--- src/tds_pkg.sv ---
// ---------------------------------------------------------------------------
// tds_pkg - constants for the transfer delay sequencer
// ---------------------------------------------------------------------------
// holds register offsets, control bit positions, delay slots and defaults.
// assumes a 40 MHz system clock and a 32-bit apb register bus.
package tds_pkg;

   // ------------------------------------------------------------------------
   // timing
   // ------------------------------------------------------------------------
   localparam int unsigned CLK_HZ       = 40_000_000;  // system clock rate
   localparam int unsigned SEC_S        = 1;           // one second tick
   localparam int unsigned SEC_CYCLES   = CLK_HZ * SEC_S;
   localparam int unsigned MIN_SECONDS  = 60;          // seconds per minute
   localparam int unsigned DW           = 13;          // delay / count width

   // ------------------------------------------------------------------------
   // register map (byte addresses)
   // ------------------------------------------------------------------------
   localparam logic [11:0] CTRL_OFS   = 12'h000;  // configuration bits
   localparam logic [11:0] STAT_OFS   = 12'h004;  // sequencer status
   localparam logic [11:0] DLY_BASE   = 12'h040;  // first delay register
   localparam int unsigned NDLY       = 15;       // number of delay registers

   // ctrl bit positions
   localparam int unsigned C_PRIO2    = 0;  // 1: second source has priority
   localparam int unsigned C_DELAYED  = 1;  // delayed_transition_type switch
   localparam int unsigned C_GEN      = 2;  // generator in use
   localparam int unsigned C_PRE_OUT  = 3;  // an output is pre-transfer
   localparam int unsigned C_SHED_OUT = 4;  // an output is load shed
   localparam int unsigned C_ELEV_OUT = 5;  // an output is elevator signal
   localparam int unsigned CTRL_W     = 6;
   localparam logic [CTRL_W-1:0] CTRL_RST = 6'h00;

   // delay slots; unit is seconds except D_GEN which is minutes
   localparam int unsigned D_OVR1   = 0;   // first source failure override
   localparam int unsigned D_X12    = 1;   // transfer first to second
   localparam int unsigned D_X21    = 2;   // transfer second to first
   localparam int unsigned D_PRE12  = 3;   // pre-transfer first to second
   localparam int unsigned D_POST12 = 4;   // post-transfer first to second
   localparam int unsigned D_PRE21  = 5;   // pre-transfer second to first
   localparam int unsigned D_POST21 = 6;   // post-transfer second to first
   localparam int unsigned D_CTR    = 7;   // centre-off pause
   localparam int unsigned D_OVR2   = 8;   // second source failure override
   localparam int unsigned D_GEN    = 9;   // generator cool-down, minutes
   localparam int unsigned D_SHED   = 10;  // load shed lead time
   localparam int unsigned D_EPRE12 = 11;  // elevator pre first to second
   localparam int unsigned D_EPST12 = 12;  // elevator post first to second
   localparam int unsigned D_EPRE21 = 13;  // elevator pre second to first
   localparam int unsigned D_EPST21 = 14;  // elevator post second to first

   localparam logic [DW-1:0] OVR_RST  = 13'h0002;  // 2 s
   localparam logic [DW-1:0] XFER_RST = 13'h0002;  // 2 s
   localparam logic [DW-1:0] GEN_RST  = 13'h0005;  // 5 min
   localparam logic [DW-1:0] ZERO_RST = 13'h0000;

   // reset value of a delay slot
   function automatic logic [DW-1:0] dly_rst(input int unsigned i);
      case (i)
         D_OVR1, D_OVR2: dly_rst = OVR_RST;
         D_X12, D_X21:   dly_rst = XFER_RST;
         D_GEN:          dly_rst = GEN_RST;
         default:        dly_rst = ZERO_RST;
      endcase
   endfunction : dly_rst

endpackage : tds_pkg

--- src/tds_sequencer.sv ---
// ---------------------------------------------------------------------------
// tds_sequencer - transfer delay sequencer with apb register file
// ---------------------------------------------------------------------------
// holds the delay sequencer of a two-source transfer controller.
// assumes source status inputs synchronous to ref_clk_i and a zero-wait
// apb master; switch and relays act on the level outputs.
//
// Function
// - first priority, first failed: override delay waits recovery.
// - second priority: override delay keeps load on failed first source.
// - first priority: transfer delay holds failed first once second up.
// - second priority: transfer delay before return; skip on failure.
// - pre-transfer output on set time before first-to-second move.
// - pre-transfer output kept set time after first-to-second transfer.
// - delayed transition type pauses at centre, both directions.
// - centre pause skipped when departing source lost every phase.
// - second source override delay, mirror of first source override.
// - transfer-to-first delay before return; second failure overrides.
// - pre-transfer output on set time before second-to-first move.
// - pre-transfer output kept set time after second-to-first transfer.
// - generator runs unloaded for cool-down after return, then stops.
// - load shed asserted set time before leaving the priority source.
// - elevator signal before and after each transfer, per direction.
module tds_sequencer #(
   parameter int unsigned TICKS_PER_SEC = tds_pkg::SEC_CYCLES
) (
   input  wire logic        ref_clk_i,             // system clock
   input  wire logic        srst_i,                // sync reset, high
   input  wire logic        psel_i,                // apb select
   input  wire logic        penable_i,             // apb enable
   input  wire logic        pwrite_i,              // apb write
   input  wire logic [11:0] paddr_i,               // apb byte address
   input  wire logic [31:0] pwdata_i,              // apb write data
   output logic      [31:0] prdata_o,              // apb read data
   output logic             pready_o,              // apb ready
   output logic             pslverr_o,             // apb error
   input  wire logic        first_source_ok_i,     // first source acceptable
   input  wire logic        second_source_ok_i,    // second source acceptable
   input  wire logic        first_source_dead_i,   // all first phases missing
   input  wire logic        second_source_dead_i,  // all second phases missing
   output logic             load_on_first_o,       // close on first source
   output logic             load_on_second_o,      // close on second source
   output logic             pre_xfer_o,            // pre/post transfer signal
   output logic             load_shed_o,           // load shed signal
   output logic             elevator_o,            // elevator pre/post signal
   output logic             gen_run_o              // generator run command
);

   localparam int unsigned DW = tds_pkg::DW;

   typedef enum logic [2:0] {
      ST_IDLE, ST_WAIT1, ST_WAIT2, ST_PRE, ST_CTR, ST_POST
   } tds_state_t;

   // ------------------------------------------------------------------------
   // helpers
   // ------------------------------------------------------------------------
   function automatic logic [DW-1:0] mx(input logic [DW-1:0] a,
                                        input logic [DW-1:0] b);
      mx = (a > b) ? a : b;
   endfunction : mx

   // a setting counts only while its output is configured
   function automatic logic [DW-1:0] en_dly(input logic en,
                                            input logic [DW-1:0] d);
      en_dly = en ? d : '0;
   endfunction : en_dly

   // lead signal: on during the last d seconds of a phase of length len
   function automatic logic lead_on(input logic [DW-1:0] cnt,
                                    input logic [DW-1:0] len,
                                    input logic [DW-1:0] d);
      lead_on = (d != '0) && (cnt >= len - d);
   endfunction : lead_on

   // ------------------------------------------------------------------------
   // register file
   // ------------------------------------------------------------------------
   logic [tds_pkg::CTRL_W-1:0] ctrl_r;
   logic [DW-1:0]              dly_r [tds_pkg::NDLY];
   logic [31:0]                prdata_r;
   logic                       pslverr_r;
   logic [31:0]                status;
   logic                       acc_w;
   logic                       is_dly;
   logic [3:0]                 dly_idx;

   assign is_dly  = (paddr_i >= tds_pkg::DLY_BASE) &&
                    (paddr_i < tds_pkg::DLY_BASE + 12'(4 * tds_pkg::NDLY)) &&
                    (paddr_i[1:0] == 2'h0);
   assign dly_idx = 4'((paddr_i - tds_pkg::DLY_BASE) >> 2);
   assign acc_w   = psel_i && penable_i && pwrite_i;

   // zero-wait slave; read data is captured in the setup cycle
   assign pready_o  = 1'b1;
   assign prdata_o  = prdata_r;
   assign pslverr_o = pslverr_r;

   // writes take effect at the access edge; unmapped writes are dropped
   always_ff @(posedge ref_clk_i) begin
      if (srst_i) begin
         ctrl_r <= tds_pkg::CTRL_RST;
         for (int i = 0; i < tds_pkg::NDLY; i++) begin
            dly_r[i] <= tds_pkg::dly_rst(i);
         end
      end else if (acc_w) begin
         if (paddr_i == tds_pkg::CTRL_OFS) begin
            ctrl_r <= pwdata_i[tds_pkg::CTRL_W-1:0];
         end else if (is_dly) begin
            dly_r[dly_idx] <= pwdata_i[DW-1:0];
         end
      end
   end

   // read data and error answer, both settled before the access phase
   always_ff @(posedge ref_clk_i) begin
      if (srst_i) begin
         prdata_r  <= 32'h0000_0000;
         pslverr_r <= 1'b0;
      end else if (psel_i && !penable_i) begin
         pslverr_r <= !(paddr_i == tds_pkg::CTRL_OFS ||
                        paddr_i == tds_pkg::STAT_OFS || is_dly);
         if (paddr_i == tds_pkg::CTRL_OFS) begin
            prdata_r <= 32'(ctrl_r);
         end else if (paddr_i == tds_pkg::STAT_OFS) begin
            prdata_r <= status;
         end else if (is_dly) begin
            prdata_r <= 32'(dly_r[dly_idx]);
         end else begin
            prdata_r <= 32'h0000_0000;
         end
      end
   end

   // ------------------------------------------------------------------------
   // source decision
   // ------------------------------------------------------------------------
   logic          pos_r;      // 0: load side on first, 1: on second
   tds_state_t    st_r;
   tds_state_t    st_nxt;
   logic [DW-1:0] cnt_r;      // whole seconds spent in the phase
   logic [25:0]   div_r;      // phase prescaler
   logic          tick;
   logic          prio2;
   logic          prio_here;  // load sits on the priority source
   logic          cur_ok;
   logic          oth_ok;
   logic          cur_dead;
   logic          trig;
   logic          two_stage;
   logic [DW-1:0] lim1;
   logic [DW-1:0] lim2;

   assign prio2     = ctrl_r[tds_pkg::C_PRIO2];
   assign prio_here = (pos_r == prio2);
   assign cur_ok    = pos_r ? second_source_ok_i : first_source_ok_i;
   assign oth_ok    = pos_r ? first_source_ok_i  : second_source_ok_i;
   assign cur_dead  = pos_r ? second_source_dead_i : first_source_dead_i;

   // on priority and failed: wait for recovery, then hold for the other
   assign two_stage = prio_here && !cur_ok;
   // leave on failure with the other up, or return to a healthy priority
   assign trig = two_stage || (oth_ok && (!cur_ok || !prio_here));
   // failure uses the override delay; a healthy return the transfer delay
   assign lim1 = !cur_ok ?
                 dly_r[pos_r ? tds_pkg::D_OVR2 : tds_pkg::D_OVR1] :
                 dly_r[pos_r ? tds_pkg::D_X21  : tds_pkg::D_X12];
   assign lim2 = dly_r[pos_r ? tds_pkg::D_X21 : tds_pkg::D_X12];

   // ------------------------------------------------------------------------
   // phase lengths per direction
   // ------------------------------------------------------------------------
   logic          pre_en;
   logic          shed_en;
   logic          elev_en;
   logic [DW-1:0] d_pre;
   logic [DW-1:0] d_post;
   logic [DW-1:0] d_epre;
   logic [DW-1:0] d_epost;
   logic [DW-1:0] d_shed;
   logic [DW-1:0] pre_len;
   logic [DW-1:0] post_len;
   logic          ctr_need;

   assign pre_en  = ctrl_r[tds_pkg::C_PRE_OUT];
   assign shed_en = ctrl_r[tds_pkg::C_SHED_OUT];
   assign elev_en = ctrl_r[tds_pkg::C_ELEV_OUT];

   // unconfigured outputs contribute nothing, so their phase vanishes
   assign d_pre   = en_dly(pre_en,
                    dly_r[pos_r ? tds_pkg::D_PRE21 : tds_pkg::D_PRE12]);
   // post lengths are read after the flip, so pick the old direction
   assign d_post  = en_dly(pre_en,
                    dly_r[pos_r ? tds_pkg::D_POST12 : tds_pkg::D_POST21]);
   assign d_epre  = en_dly(elev_en,
                    dly_r[pos_r ? tds_pkg::D_EPRE21 : tds_pkg::D_EPRE12]);
   assign d_epost = en_dly(elev_en,
                    dly_r[pos_r ? tds_pkg::D_EPST12 : tds_pkg::D_EPST21]);
   assign d_shed  = en_dly(shed_en && prio_here, dly_r[tds_pkg::D_SHED]);
   assign pre_len  = mx(mx(d_pre, d_epre), d_shed);
   assign post_len = mx(d_post, d_epost);

   // centre pause only on the delayed type and while the source lives
   assign ctr_need = ctrl_r[tds_pkg::C_DELAYED] && !cur_dead &&
                     (dly_r[tds_pkg::D_CTR] != '0);

   // ------------------------------------------------------------------------
   // sequencer
   // ------------------------------------------------------------------------
   // each wait holds only while its cause holds, else back to idle
   always_comb begin
      st_nxt = st_r;
      case (st_r)
         ST_IDLE: begin
            if (trig) st_nxt = ST_WAIT1;
         end
         ST_WAIT1: begin
            if (!trig) st_nxt = ST_IDLE;
            else if (cnt_r >= lim1) begin
               st_nxt = two_stage ? ST_WAIT2 : ST_PRE;
            end
         end
         ST_WAIT2: begin
            if (cur_ok) st_nxt = ST_IDLE;
            else if (oth_ok && cnt_r >= lim2) st_nxt = ST_PRE;
         end
         ST_PRE: begin
            if (!oth_ok) st_nxt = ST_IDLE;
            else if (cnt_r >= pre_len) begin
               st_nxt = ctr_need ? ST_CTR : ST_POST;
            end
         end
         ST_CTR: begin
            if (cnt_r >= dly_r[tds_pkg::D_CTR]) st_nxt = ST_POST;
         end
         ST_POST: begin
            if (cnt_r >= post_len) st_nxt = ST_IDLE;
         end
         default: st_nxt = ST_IDLE;
      endcase
   end

   always_ff @(posedge ref_clk_i) begin
      if (srst_i) st_r <= ST_IDLE;
      else        st_r <= st_nxt;
   end

   // phase timer restarts with its prescaler on each state change
   assign tick = (div_r == 26'(TICKS_PER_SEC - 1));
   always_ff @(posedge ref_clk_i) begin
      if (srst_i || st_nxt != st_r || (st_r == ST_WAIT2 && !oth_ok)) begin
         div_r <= 26'h0000000;
         cnt_r <= '0;
      end else if (tick) begin
         div_r <= 26'h0000000;
         if (cnt_r != {DW{1'b1}}) cnt_r <= cnt_r + 1'b1;
      end else begin
         div_r <= div_r + 1'b1;
      end
   end

   // switch position: open during the centre pause, flip on entering post
   always_ff @(posedge ref_clk_i) begin
      if (srst_i) begin
         pos_r            <= 1'b0;
         load_on_first_o  <= 1'b1;
         load_on_second_o <= 1'b0;
      end else if (st_r != ST_POST && st_nxt == ST_POST) begin
         pos_r            <= !pos_r;
         load_on_first_o  <= pos_r;
         load_on_second_o <= !pos_r;
      end else if (st_r == ST_PRE && st_nxt == ST_CTR) begin
         load_on_first_o  <= 1'b0;
         load_on_second_o <= 1'b0;
      end
   end

   // timed signals; post values use the direction just completed
   always_ff @(posedge ref_clk_i) begin
      if (srst_i) begin
         pre_xfer_o  <= 1'b0;
         load_shed_o <= 1'b0;
         elevator_o  <= 1'b0;
      end else begin
         pre_xfer_o  <= (st_r == ST_PRE && lead_on(cnt_r, pre_len, d_pre)) ||
                        (st_r == ST_POST && cnt_r < dly_r[pos_r ?
                         tds_pkg::D_POST12 : tds_pkg::D_POST21] && pre_en);
         load_shed_o <= st_r == ST_PRE && lead_on(cnt_r, pre_len, d_shed);
         elevator_o  <= (st_r == ST_PRE && lead_on(cnt_r, pre_len, d_epre)) ||
                        (st_r == ST_POST && cnt_r < dly_r[pos_r ?
                         tds_pkg::D_EPST12 : tds_pkg::D_EPST21] && elev_en);
      end
   end

   // ------------------------------------------------------------------------
   // generator cool-down
   // ------------------------------------------------------------------------
   logic [25:0]   gdiv_r;
   logic [DW-1:0] gcnt_r;
   logic          gtick;
   logic          gen_need;
   logic [DW-1:0] gen_lim;

   // generator feeds the non-priority side; needed while priority is off
   assign gen_need = !prio_here || st_r != ST_IDLE ||
                     !(prio2 ? second_source_ok_i : first_source_ok_i);
   assign gen_lim  = DW'(dly_r[tds_pkg::D_GEN] * tds_pkg::MIN_SECONDS);
   assign gtick    = (gdiv_r == 26'(TICKS_PER_SEC - 1));

   // free-running prescaler: cool-down resolves to within one second
   always_ff @(posedge ref_clk_i) begin
      if (srst_i || gtick) gdiv_r <= 26'h0000000;
      else                 gdiv_r <= gdiv_r + 1'b1;
   end

   // run while needed, then count the unloaded minutes before stopping
   always_ff @(posedge ref_clk_i) begin
      if (srst_i) begin
         gen_run_o <= 1'b0;
         gcnt_r    <= '0;
      end else if (!ctrl_r[tds_pkg::C_GEN]) begin
         gen_run_o <= 1'b0;
         gcnt_r    <= '0;
      end else if (gen_need) begin
         gen_run_o <= 1'b1;
         gcnt_r    <= '0;
      end else if (gen_run_o) begin
         if (gcnt_r >= gen_lim) gen_run_o <= 1'b0;
         else if (gtick) gcnt_r <= gcnt_r + 1'b1;
      end
   end

   // ------------------------------------------------------------------------
   // status word
   // ------------------------------------------------------------------------
   assign status = {16'h0000, cnt_r[7:0], st_r, gen_run_o, elevator_o,
                    load_shed_o, pre_xfer_o, pos_r};

endmodule : tds_sequencer

--- config.mk ---
export PLATFORM = sky130hd
export DESIGN_NAME = tds_sequencer
export DESIGN_NICKNAME = d
export VERILOG_FILES = /design/src/tds_pkg.sv /design/src/tds_sequencer.sv
export SDC_FILE = /design/constraint.sdc
export NUM_CORES = 1
export LEC_CHECK = 0
export BUFFER_PORTS_ARGS = -buffer_cell sky130_fd_sc_hd__buf_2
export CAP_MARGIN = 20
export CELL_PAD_IN_SITES_DETAIL_PLACEMENT = 1
export CELL_PAD_IN_SITES_GLOBAL_PLACEMENT = 2
export CORE_MARGIN = 2
export CORE_UTILIZATION = 43
export CTS_BUF_LIST = sky130_fd_sc_hd__clkbuf_8
export CTS_CLUSTER_SIZE = 10
export DETAILED_ROUTE_END_ITERATION = 10
export PLACE_DENSITY_LB_ADDON = 0.25
export SETUP_SLACK_MARGIN = 0.2
export SLEW_MARGIN = 25
export SYNTH_ARGS = -nofsm -noshare
export SYNTH_HDL_FRONTEND = slang
export SYNTH_SLANG_ARGS = --single-unit
export TNS_END_PERCENT = 20
--- constraint.sdc ---
create_clock -name ref_clk_i -period 10.7 [get_ports ref_clk_i]
set_input_delay 0.535 -clock ref_clk_i [delete_from_list [all_inputs] [get_ports ref_clk_i]]
set_output_delay 0.535 -clock ref_clk_i [all_outputs]
set_load 0.02 [all_outputs]
Word level (Yosys, flattened, before mapping). Memories as Yosys holds them, arrays and structs flattened. Cells that the tools add are included.

Bitwise operators: 2. Mux-type cells: 53. $add $sub $neg: 8. Multiply operators: 1. Eq/ne operators: 14. Reductions and logical operators: 59. Magnitude comparators: 16.

Operator list (count): 13-bit 2-to-1 mux (14); 13-bit greater-or-equal comparator (9); 26-bit by 1-bit adder with 26-bit output (second input constant) (2); 26-bit == test (second input constant) (2); 13-bit nonzero test (4); 13-bit > comparator (3); 13-bit subtractor (3); 3-bit 2-to-1 mux (11); 16-bit 2-to-1 mux (2); 13-bit by 1-bit adder with 13-bit output (second input constant) (2); 13-bit less-than comparator (2); 1-bit logical AND (24); 1-bit 2-to-1 mux (20); 3-bit one-hot mux with 6 select lines (1); 13-bit by 4-bit multiplier with 11-bit output (second input constant) (1); 13-bit inequality test (second input constant) (1); 13-bit OR reduction (1); 12-bit by 3-bit == test with 1-bit output (second input constant) (1); 3-bit == test (second input constant) (4); 12-bit by 7-bit greater-or-equal comparator with 1-bit output (second input constant) (1); 12-bit zero test (1); 12-bit by 7-bit less-than comparator with 1-bit output (second input constant) (1); 1-bit logical OR (11); 1-bit zero test (8); 17 further kinds (24).

Input port bits: 53. Bits in writable memories: 195. Output and inout port bits: 40. Memories kept: 1. Word-level logic and storage cells: 169. Register bits: 127.

Memory list: dly_r (words 15, bits a word 13, rd ports 10, clocked after memory_dff 0, write ports 15, line tds_sequencer.sv:80) `logic [DW-1:0] dly_r [tds_pkg::NDLY];`.

Depth between registers and ports, before layout. Gate-level depths: netlist of the first run. An unclocked memory read counts as a cell.

Word-level depth: 15. Mapped depth: 46.

Worst setup path before layout of the first run. No wires, ideal clock.

Kind: register to register. Start: register pos_r. End: register cnt_r[10]. Library setup time: 0.132 ns. Arrival time: 9.218 ns. Setup slack: 1.350 ns. Cell stages (with the launch flop): 40. Data required time: 10.568 ns. Period minus slack after synthesis: 9.350 ns. Cell sequence: dfxtp_1 -> buf_6 -> clkbuf_1 -> buf_1 -> clkbuf_1 -> mux2_2 -> nand2_1 -> inv_1 -> ha_1 -> nand4_1 -> or4b_4 -> nand4b_4 -> a22oi_4 -> clkbuf_1 -> nor2_1 -> a31oi_1 -> inv_1 -> ha_1 -> [... 4 more ...] -> clkbuf_1 -> clkbuf_1 -> nor2_1 -> a21oi_1 -> inv_1 -> ha_1 -> a21o_1 -> a21o_1 -> a21o_1 -> a21o_1 -> a2111oi_0 -> o21bai_1 -> and3_1 -> nand3_1 -> xnor2_1 -> clkbuf_1 -> clkbuf_1 -> nor3_1.

Longest elaborated chain between the ends: 14.

Ends and longest elaborated chain: from (decl) (line tds_sequencer.sv:138) `logic pos_r;`; from (signal assigned) (line tds_sequencer.sv:269) `pos_r <= !pos_r;`; 3-bit 2-to-1 mux (line tds_sequencer.sv:191, tds_sequencer.sv:196); memory read 15 x 13 bit; 13-bit 2-to-1 mux (line tds_sequencer.sv:66) `en_dly = en ? d : '0;`; 13-bit > comparator (line tds_sequencer.sv:60) `mx = (a > b) ? a : b;`; 13-bit 2-to-1 mux (line tds_sequencer.sv:60); 13-bit > comparator (line tds_sequencer.sv:60); 13-bit 2-to-1 mux (line tds_sequencer.sv:60); 13-bit greater-or-equal comparator (line tds_sequencer.sv:229) `else if (cnt_r >= pre_len) begin`; 3-bit 2-to-1 mux (line tds_sequencer.sv:229); 3-bit 2-to-1 mux (line tds_sequencer.sv:228) `if (!oth_ok) st_nxt = ST_IDLE;`; 3-bit one-hot mux with 6 select lines (line tds_sequencer.sv:213) `case (st_r)`; 3-bit inequality test (line tds_sequencer.sv:251) `if (srst_i || st_nxt != st_r || (st_r == ST_WAIT2 && !oth_ok)) begin`; 1-bit logical OR (line tds_sequencer.sv:251); 1-bit logical OR * (line tds_sequencer.sv:251); to (signal assigned) (line tds_sequencer.sv:256) `if (cnt_r != {DW{1'b1}}) cnt_r <= cnt_r + 1'b1;`; to (decl) (line tds_sequencer.sv:141) `logic [DW-1:0] cnt_r;`.

Mark *: on every way between the ends. The rest lies on a longest branch, timed or not. A chain may end at the register's enable or synchronous reset.

Worst setup path after layout of the first run.
Start: register pos_r. End: register load_shed_o.

Longest elaborated chain between the ends: 11.

Ends and longest elaborated chain: 3-bit 2-to-1 mux (line tds_sequencer.sv:191, tds_sequencer.sv:196); memory read 15 x 13 bit; 13-bit 2-to-1 mux (line tds_sequencer.sv:66); 13-bit > comparator (line tds_sequencer.sv:60); 13-bit 2-to-1 mux (line tds_sequencer.sv:60); 13-bit > comparator (line tds_sequencer.sv:60); 13-bit 2-to-1 mux (line tds_sequencer.sv:60); 13-bit subtractor (line tds_sequencer.sv:73) `lead_on = (d != '0) && (cnt >= len - d);`; 13-bit greater-or-equal comparator (line tds_sequencer.sv:73); 1-bit logical AND * (line tds_sequencer.sv:73); 1-bit logical AND * (line tds_sequencer.sv:288) `load_shed_o <= st_r == ST_PRE && lead_on(cnt_r, pre_len, d_shed);`; to (signal assigned) (line tds_sequencer.sv:288); to (decl) (line tds_sequencer.sv:44) `output logic load_shed_o,`.

Marked as above.

==> impl_metrics.tcl, run 1 <==
set metrics [dict create \
    fill_cells 5817 \
    ys_seq_elements 319 \
    synth_cell_types 77 \
    synth_edf_count 208 \
    critPathMaxFanout 44 \
    arrival_ns 10.24 \
    p_per_area_nw_per_um2 117 \
    wire_per_inst_microns 26.1 \
    die_w_microns 233 \
    fp.coreArea_sq_um 52200 \
    clkTransAtPathRegs_ns 0.06 \
    start_util_pct 43.3 \
    grt_use_total_pct 28.9 \
    dieArea_sq_um 54400 \
    synth.cell_area_sq_um 22600 \
    synth_ff_type "edfxtp_1" \
    final_common_cell "ha_1" \
    vias 17936 \
    cts-root-buf "clkbuf_8" \
    rsz0062_at_grt "false" \
    status "complete, no violations" \
    grt_pass1_vias 18217 \
    portBuffers 56 \
    vias_per_cell 5.96 \
    hold_viol 0 \
    nets 2571 \
    hpwl_microns 60000 \
    cts_setup_buffers 0 \
    antenna_found_initial 5 \
    post-route-drc-count 0 \
    clkSinkCount 319 \
    gp_congestion 0.944 \
    final.min_clock_period_ns 9.67 \
    crit_family "compound AO/OA/AOI/OAI gates" \
    maxSlewHeadroom_pct 26.7 \
    finalSetupViolCount 0 \
    die_h_microns 233 \
    totalWireLength_microns 78500 \
    cp-start-kind "flip-flop" \
    total_power_mw 2.92 \
    avgSynthCellArea_sq_um 10.3 \
    cts_resized 0 \
    rows 84 \
    irDropWorstVdd_mv 0.0768 \
    syn_inst 2203 \
    grt-ovfl-total 0 \
    drt_iter0_markers 1578 \
    multi_input_area_sq_um 13300 \
    register_area_sq_um 8470 \
    tightest_slew_ns 1.09 \
    slew_violations 0 \
    hp-class "primary input to flip-flop" \
    final_cell_mix "ha_1 (225), edfxtp_1 (208), and2_1 (195), nor2_1 (164), inv_1 (141)" \
    ys_seq_area_share_pct 37.5 \
    numCtsBuffers 58 \
    htreeDepth 2 \
    clock-skew-final_ns 0.0273 \
    slowest_delay_ns 0.84 \
    dr.pass1.iters 7 \
    grt_pass1_wl_microns 116000 \
    fin_tns_setup_ns 0 \
    cp.required_ns 11.27 \
    area_growth_pct 10.0 \
    drive_above_1_share_pct 13.7 \
    crit_buf_inv 4 \
    p_leak_nw 9.86 \
    yosys_warnings 0 \
    grt_max_degree 63 \
    cp-end-kind "flip-flop" \
    holdBufCountCts 0 \
    critPathKind "flip-flop to flip-flop" \
    synth_async_sr_flop_share_pct 0 \
    clockBufferDepth 3 \
    fmaxAchievable_ghz 0.103 \
    cts_tree "built" \
    pin_count 93 \
    finalCritPeriodShare_pct 90.4 \
    drtAntennaViolNets 0 \
    drv_cap 0 \
    insertion_delay_ns 0.67 \
    crit_slowest_cell "dfxtp_4" \
]
-- flip-flops by register name, summed over array words and instances, names as in the netlist, 3 cells and up --
signal and count:
gcnt_r 13, ctrl_r 6, dly_r 208, prdata_o 16, gdiv_r 26, cnt_r 13, st_r 3, div_r 26
-- per-stage QoR --
step	utilization, %	cells	worst slack (ns)	hold slack [ns]	area (sq um)
after floorplan	-	2231	1.35	0.430	22700
after global placement	45.3	2903	1.37	0.442	23700
after detailed placement	45.4	2903	1.19	0.447	23700
after CTS	47.6	3009	1.13	0.275	24900
after global routing	47.6	3009	0.350	0.295	24900
final	47.6	3010	1.03	0.328	24900
-- worst paths after layout --
path | from | end | slack [ns] | cells past startpoint
setup reg to reg | pos_r | load_shed_o | 1.03 | 36
hold reg to reg | pslverr_o | pslverr_o | 0.45 | 2
setup / recovery | pos_r | load_shed_o | 1.03 | 36
hold / removal | pwdata_i[1] | dly_r[15][1] | 0.33 | 1
-- report_power, final --
| group | switching, mW | total [mW] | internal, mW |
|---|---|---|---|
| Clock | 0.551 | 1.19 | 0.640 |
| Sequential | 0.0420 | 1.40 | 1.35 |
| Combinational | 0.200 | 0.330 | 0.130 |
-- final cells by class --
class,count,share of cell area (%)
Tap cell,688,3.46
Inverter,124,1.87
Clock inverter,39,0.991
Sequential cell,319,34.1
Clock buffer,67,3.71
Timing Repair Buffer,98,2.42
Multi-Input combinational cell,1674,53.5
Antenna cell,1,0.0101
-- layer usage --
layer / global-route usage [%] / wire [microns] / vias up
li1: - / - / 8124
met1: 39.0 / 34300 / 9083
met2: 47.9 / 36700 / 589
met3: 4.54 / 5190 / 136
met4: 8.42 / 2250 / 4
met5: 0 / 24 / -
-- cell families (layout without fill, tap and decap cells) --
| logic type | after synthesis | after routing | share of synthesized area, % |
|---|---|---|---|
| AND/OR/NAND/NOR | 775 | 775 | 18.2 |
| AO/OA/AOI/OAI | 332 | 332 | 9.72 |
| flip-flops | 319 | 319 | 37.5 |
| adder cells (fa/ha/maj) | 244 | 244 | 14.1 |
| buffers and inverters | 238 | 328 | 4.29 |
| multiplexers | 181 | 181 | 11.8 |
| XOR/XNOR | 112 | 112 | 4.34 |
| other | 2 | 31 | 0.0332 |
-- synthesized netlist by cell type (6+ instances only) --
cell type  count  area (sq um)
mux2_2        37           417
nor4b_1        7          61.3
o21ai_0       62           310
or3_1         14          87.6
a222oi_1       7          70.1
a31oi_1       16           100
a21o_1        33           248
a22oi_1        6          45.0
and2_1       195          1220
nor3_1        41           205
o221ai_1       8          70.1
clkbuf_1      82           308
nor2_1       164           616
nand2b_1      34           213
nand4_1       42           263
or2_2         21           131
and3_1        19           119
mux2i_1       78           781
nand3_1       70           350
xor2_1        49           429
or4_1          6          45.0
a211o_1        6          52.6
nor2b_1       21           131
buf_4         17           128
o21a_1        42           315
o21bai_1       6          45.0
mux4_2        65          1460
edfxtp_1     208          6250
nand2_1      101           379
nor4_1        27           169
inv_1        123           462
a21oi_1       92           460
dfxtp_1      111          2220
o211ai_1      11          82.6
fa_1          18           360
ha_1         225          2820
xnor2_1       63           552
buf_1         11          41.3
(Power assumes the default switching activity.)
==> run 2: changes to the inputs <==
--- a/config.mk
+++ b/config.mk
@@ -10,7 +10,7 @@
 export CELL_PAD_IN_SITES_DETAIL_PLACEMENT = 1
 export CELL_PAD_IN_SITES_GLOBAL_PLACEMENT = 2
 export CORE_MARGIN = 2
-export CORE_UTILIZATION = 43
+export CORE_UTILIZATION = 46
 export CTS_BUF_LIST = sky130_fd_sc_hd__clkbuf_8
 export CTS_CLUSTER_SIZE = 10
 export DETAILED_ROUTE_END_ITERATION = 10
==> constraint.sdc (replaced) <==
create_clock -name ref_clk_i -period 11.2 [get_ports ref_clk_i]
set_input_delay 0.56 -clock ref_clk_i [delete_from_list [all_inputs] [get_ports ref_clk_i]]
set_output_delay 0.56 -clock ref_clk_i [all_outputs]
set_load 0.02 [all_outputs]
==> impl_metrics.tcl, run 2 (same netlist as run 1, synthesis figures left out) <==
set metrics [dict create \
    status "complete, no violations" \
    regMostFlops "dly_r" \
    totalWireLength_microns 77300 \
    largest_reg_flops 208 \
    fill_cells 5402 \
    critPathKind "flip-flop to flip-flop" \
    dr.pass1.iters 7 \
    pin_count 93 \
    netSwitchingPower_mw 0.755 \
    hp-class "primary input to flip-flop" \
    irDropWorstVdd_mv 0.0870 \
    fin_tns_setup_ns 0 \
    area_growth_pct 9.47 \
    rsz0062_at_grt "false" \
    drt_iter0_markers 1574 \
    grt_use_total_pct 30.6 \
    crit_slowest_cell "dfxtp_4" \
    cts_resized 0 \
    nets 2562 \
    path_common_cell "o21a_1" \
    p_leak_nw 9.81 \
    multi_input_area_sq_um 13300 \
    finalSetupViolCount 0 \
    p_comb_share_pct 11.7 \
    start_util_pct 46.4 \
    cts_tree "built" \
    cp.required_ns 11.70 \
    switching_share_pct 27.6 \
    cp-start-kind "flip-flop" \
    fmaxAchievable_ghz 0.101 \
    cts-root-buf "clkbuf_8" \
    seqPwrFrac_pct 48.6 \
    cp-end-kind "flip-flop" \
    final_cell_mix "ha_1 (225), edfxtp_1 (208), and2_1 (195), nor2_1 (162), inv_1 (146)" \
    slew_violations 0 \
    portBuffers 56 \
    final_common_cell "ha_1" \
    clkTransAtPathRegs_ns 0.06 \
    reg_top3 "dly_r x208, div_r x26, gdiv_r x26" \
    hpwl_microns 58800 \
    htreeDepth 2 \
    dieArea_sq_um 50900 \
    slowest_delay_ns 0.90 \
    gp_congestion 1.00 \
    register_area_sq_um 8470 \
    grt_pass1_wl_microns 114000 \
    drv_cap 0 \
    grt_max_degree 59 \
    hold_viol 0 \
    fp.coreArea_sq_um 48700 \
    grt_pass1_vias 18170 \
    die_w_microns 226 \
    clock-skew-final_ns 0.0515 \
    wire_per_inst_microns 25.9 \
    final.min_clock_period_ns 9.87 \
    p_per_area_nw_per_um2 111 \
    grt-ovfl-total 0 \
    min_from "pwdata_i[7]" \
    numCtsBuffers 56 \
    arrival_ns 10.37 \
    clockBufferDepth 3 \
    drive_above_1_share_pct 13.4 \
    post-route-drc-count 0 \
    r2r-start "pos_r" \
    power_frac_clock_pct 39.7 \
    insertion_delay_ns 0.68 \
    tightest_slew_ns 1.06 \
    clkSinkCount 319 \
    finalCritPeriodShare_pct 88.1 \
    vias_per_cell 6.04 \
    internal-power_mw 1.99 \
    cts_setup_buffers 0 \
    vias 17985 \
    drtAntennaViolNets 0 \
    startpoint "pos_r" \
    critPathMaxFanout 50 \
    maxSlewHeadroom_pct 28.6 \
    holdBufCountCts 0 \
    antenna_found_initial 6 \
    rows 81 \
    die_h_microns 226 \
    total_power_mw 2.74 \
]
==> run 2: cell count changes in the layout (fill, tap and decap cells not counted), sizes merged <==
cell,previous run,this run
clkinv,16,10
buf,98,91
inv,142,149
bufinv,3,1
clkinvlp,2,1
diode,1,3
==> run 2: path summary, 6_finish.rpt <==
path                                      to  slack, ns  depth (start not counted)
worst max register to register    pre_xfer_o       1.33                         35
worst max-delay path              pre_xfer_o       1.33                         35
worst min-delay path            dly_r[15][7]       0.32                          1
worst min register to register     pslverr_o       0.45                          2
==> run 2: area by class of cell <==
| type | instances | area share [%] |
|---|---|---|
| well taps | 664 | 3.36 |
| clock inverters | 37 | 0.794 |
| clock buffers | 67 | 3.73 |
| repair buffers | 91 | 2.21 |
| inverters | 124 | 1.88 |
| diodes | 3 | 0.0303 |
| flip-flops and latches | 319 | 34.2 |
| multi-input cells | 1674 | 53.8 |
==> run 2: per-stage QoR <==
| stage | hold slack, ns | setup WS, ns | util (%) | instances | instance area, sq um |
|---|---|---|---|---|---|
| 6_report | 0.321 | 1.33 | 50.8 | 2979 | 24700 |
| 5_1_grt | 0.304 | 0.788 | 50.7 | 2976 | 24700 |
| 4_1_cts | 0.282 | 1.43 | 50.7 | 2976 | 24700 |
| 3_5_place_dp | 0.447 | 1.44 | 48.4 | 2872 | 23600 |
| 3_3_place_gp | 0.438 | 1.62 | 48.4 | 2872 | 23600 |
| 2_1_floorplan | 0.430 | 1.85 | - | 2231 | 22700 |
==> run 2: per-layer routing <==
layer / up-vias / wire [microns] / GRT usage (%)
li1: 8107 / - / -
met1: 8997 / 33300 / 42.0
met2: 727 / 34500 / 47.9
met3: 152 / 6480 / 5.83
met4: 2 / 2920 / 11.4
met5: - / 43 / 0
==> run 2: critical path, delay by kind of cell (launching register included) <==
family / cells / cell delay (ns)
and+or+nand+nor: 11 / 2.46
muxes: 1 / 0.46
adders and majority gates: 4 / 1.38
DFF: 1 / 0.90
AOI/OAI and AO/OA: 15 / 3.75
buffers and inverters: 4 / 0.75
==> run 2: power by group through the flow <==
stage	combinational, mW	clock (mW)	sequential (mW)
6_report	0.321	1.09	1.33
5_1_grt	0.346	1.15	1.34
2_1_floorplan	0.215	0	1.33
3_5_place_dp	0.316	0	1.36
4_1_cts	0.319	1.10	1.33
3_3_place_gp	0.306	0	1.35
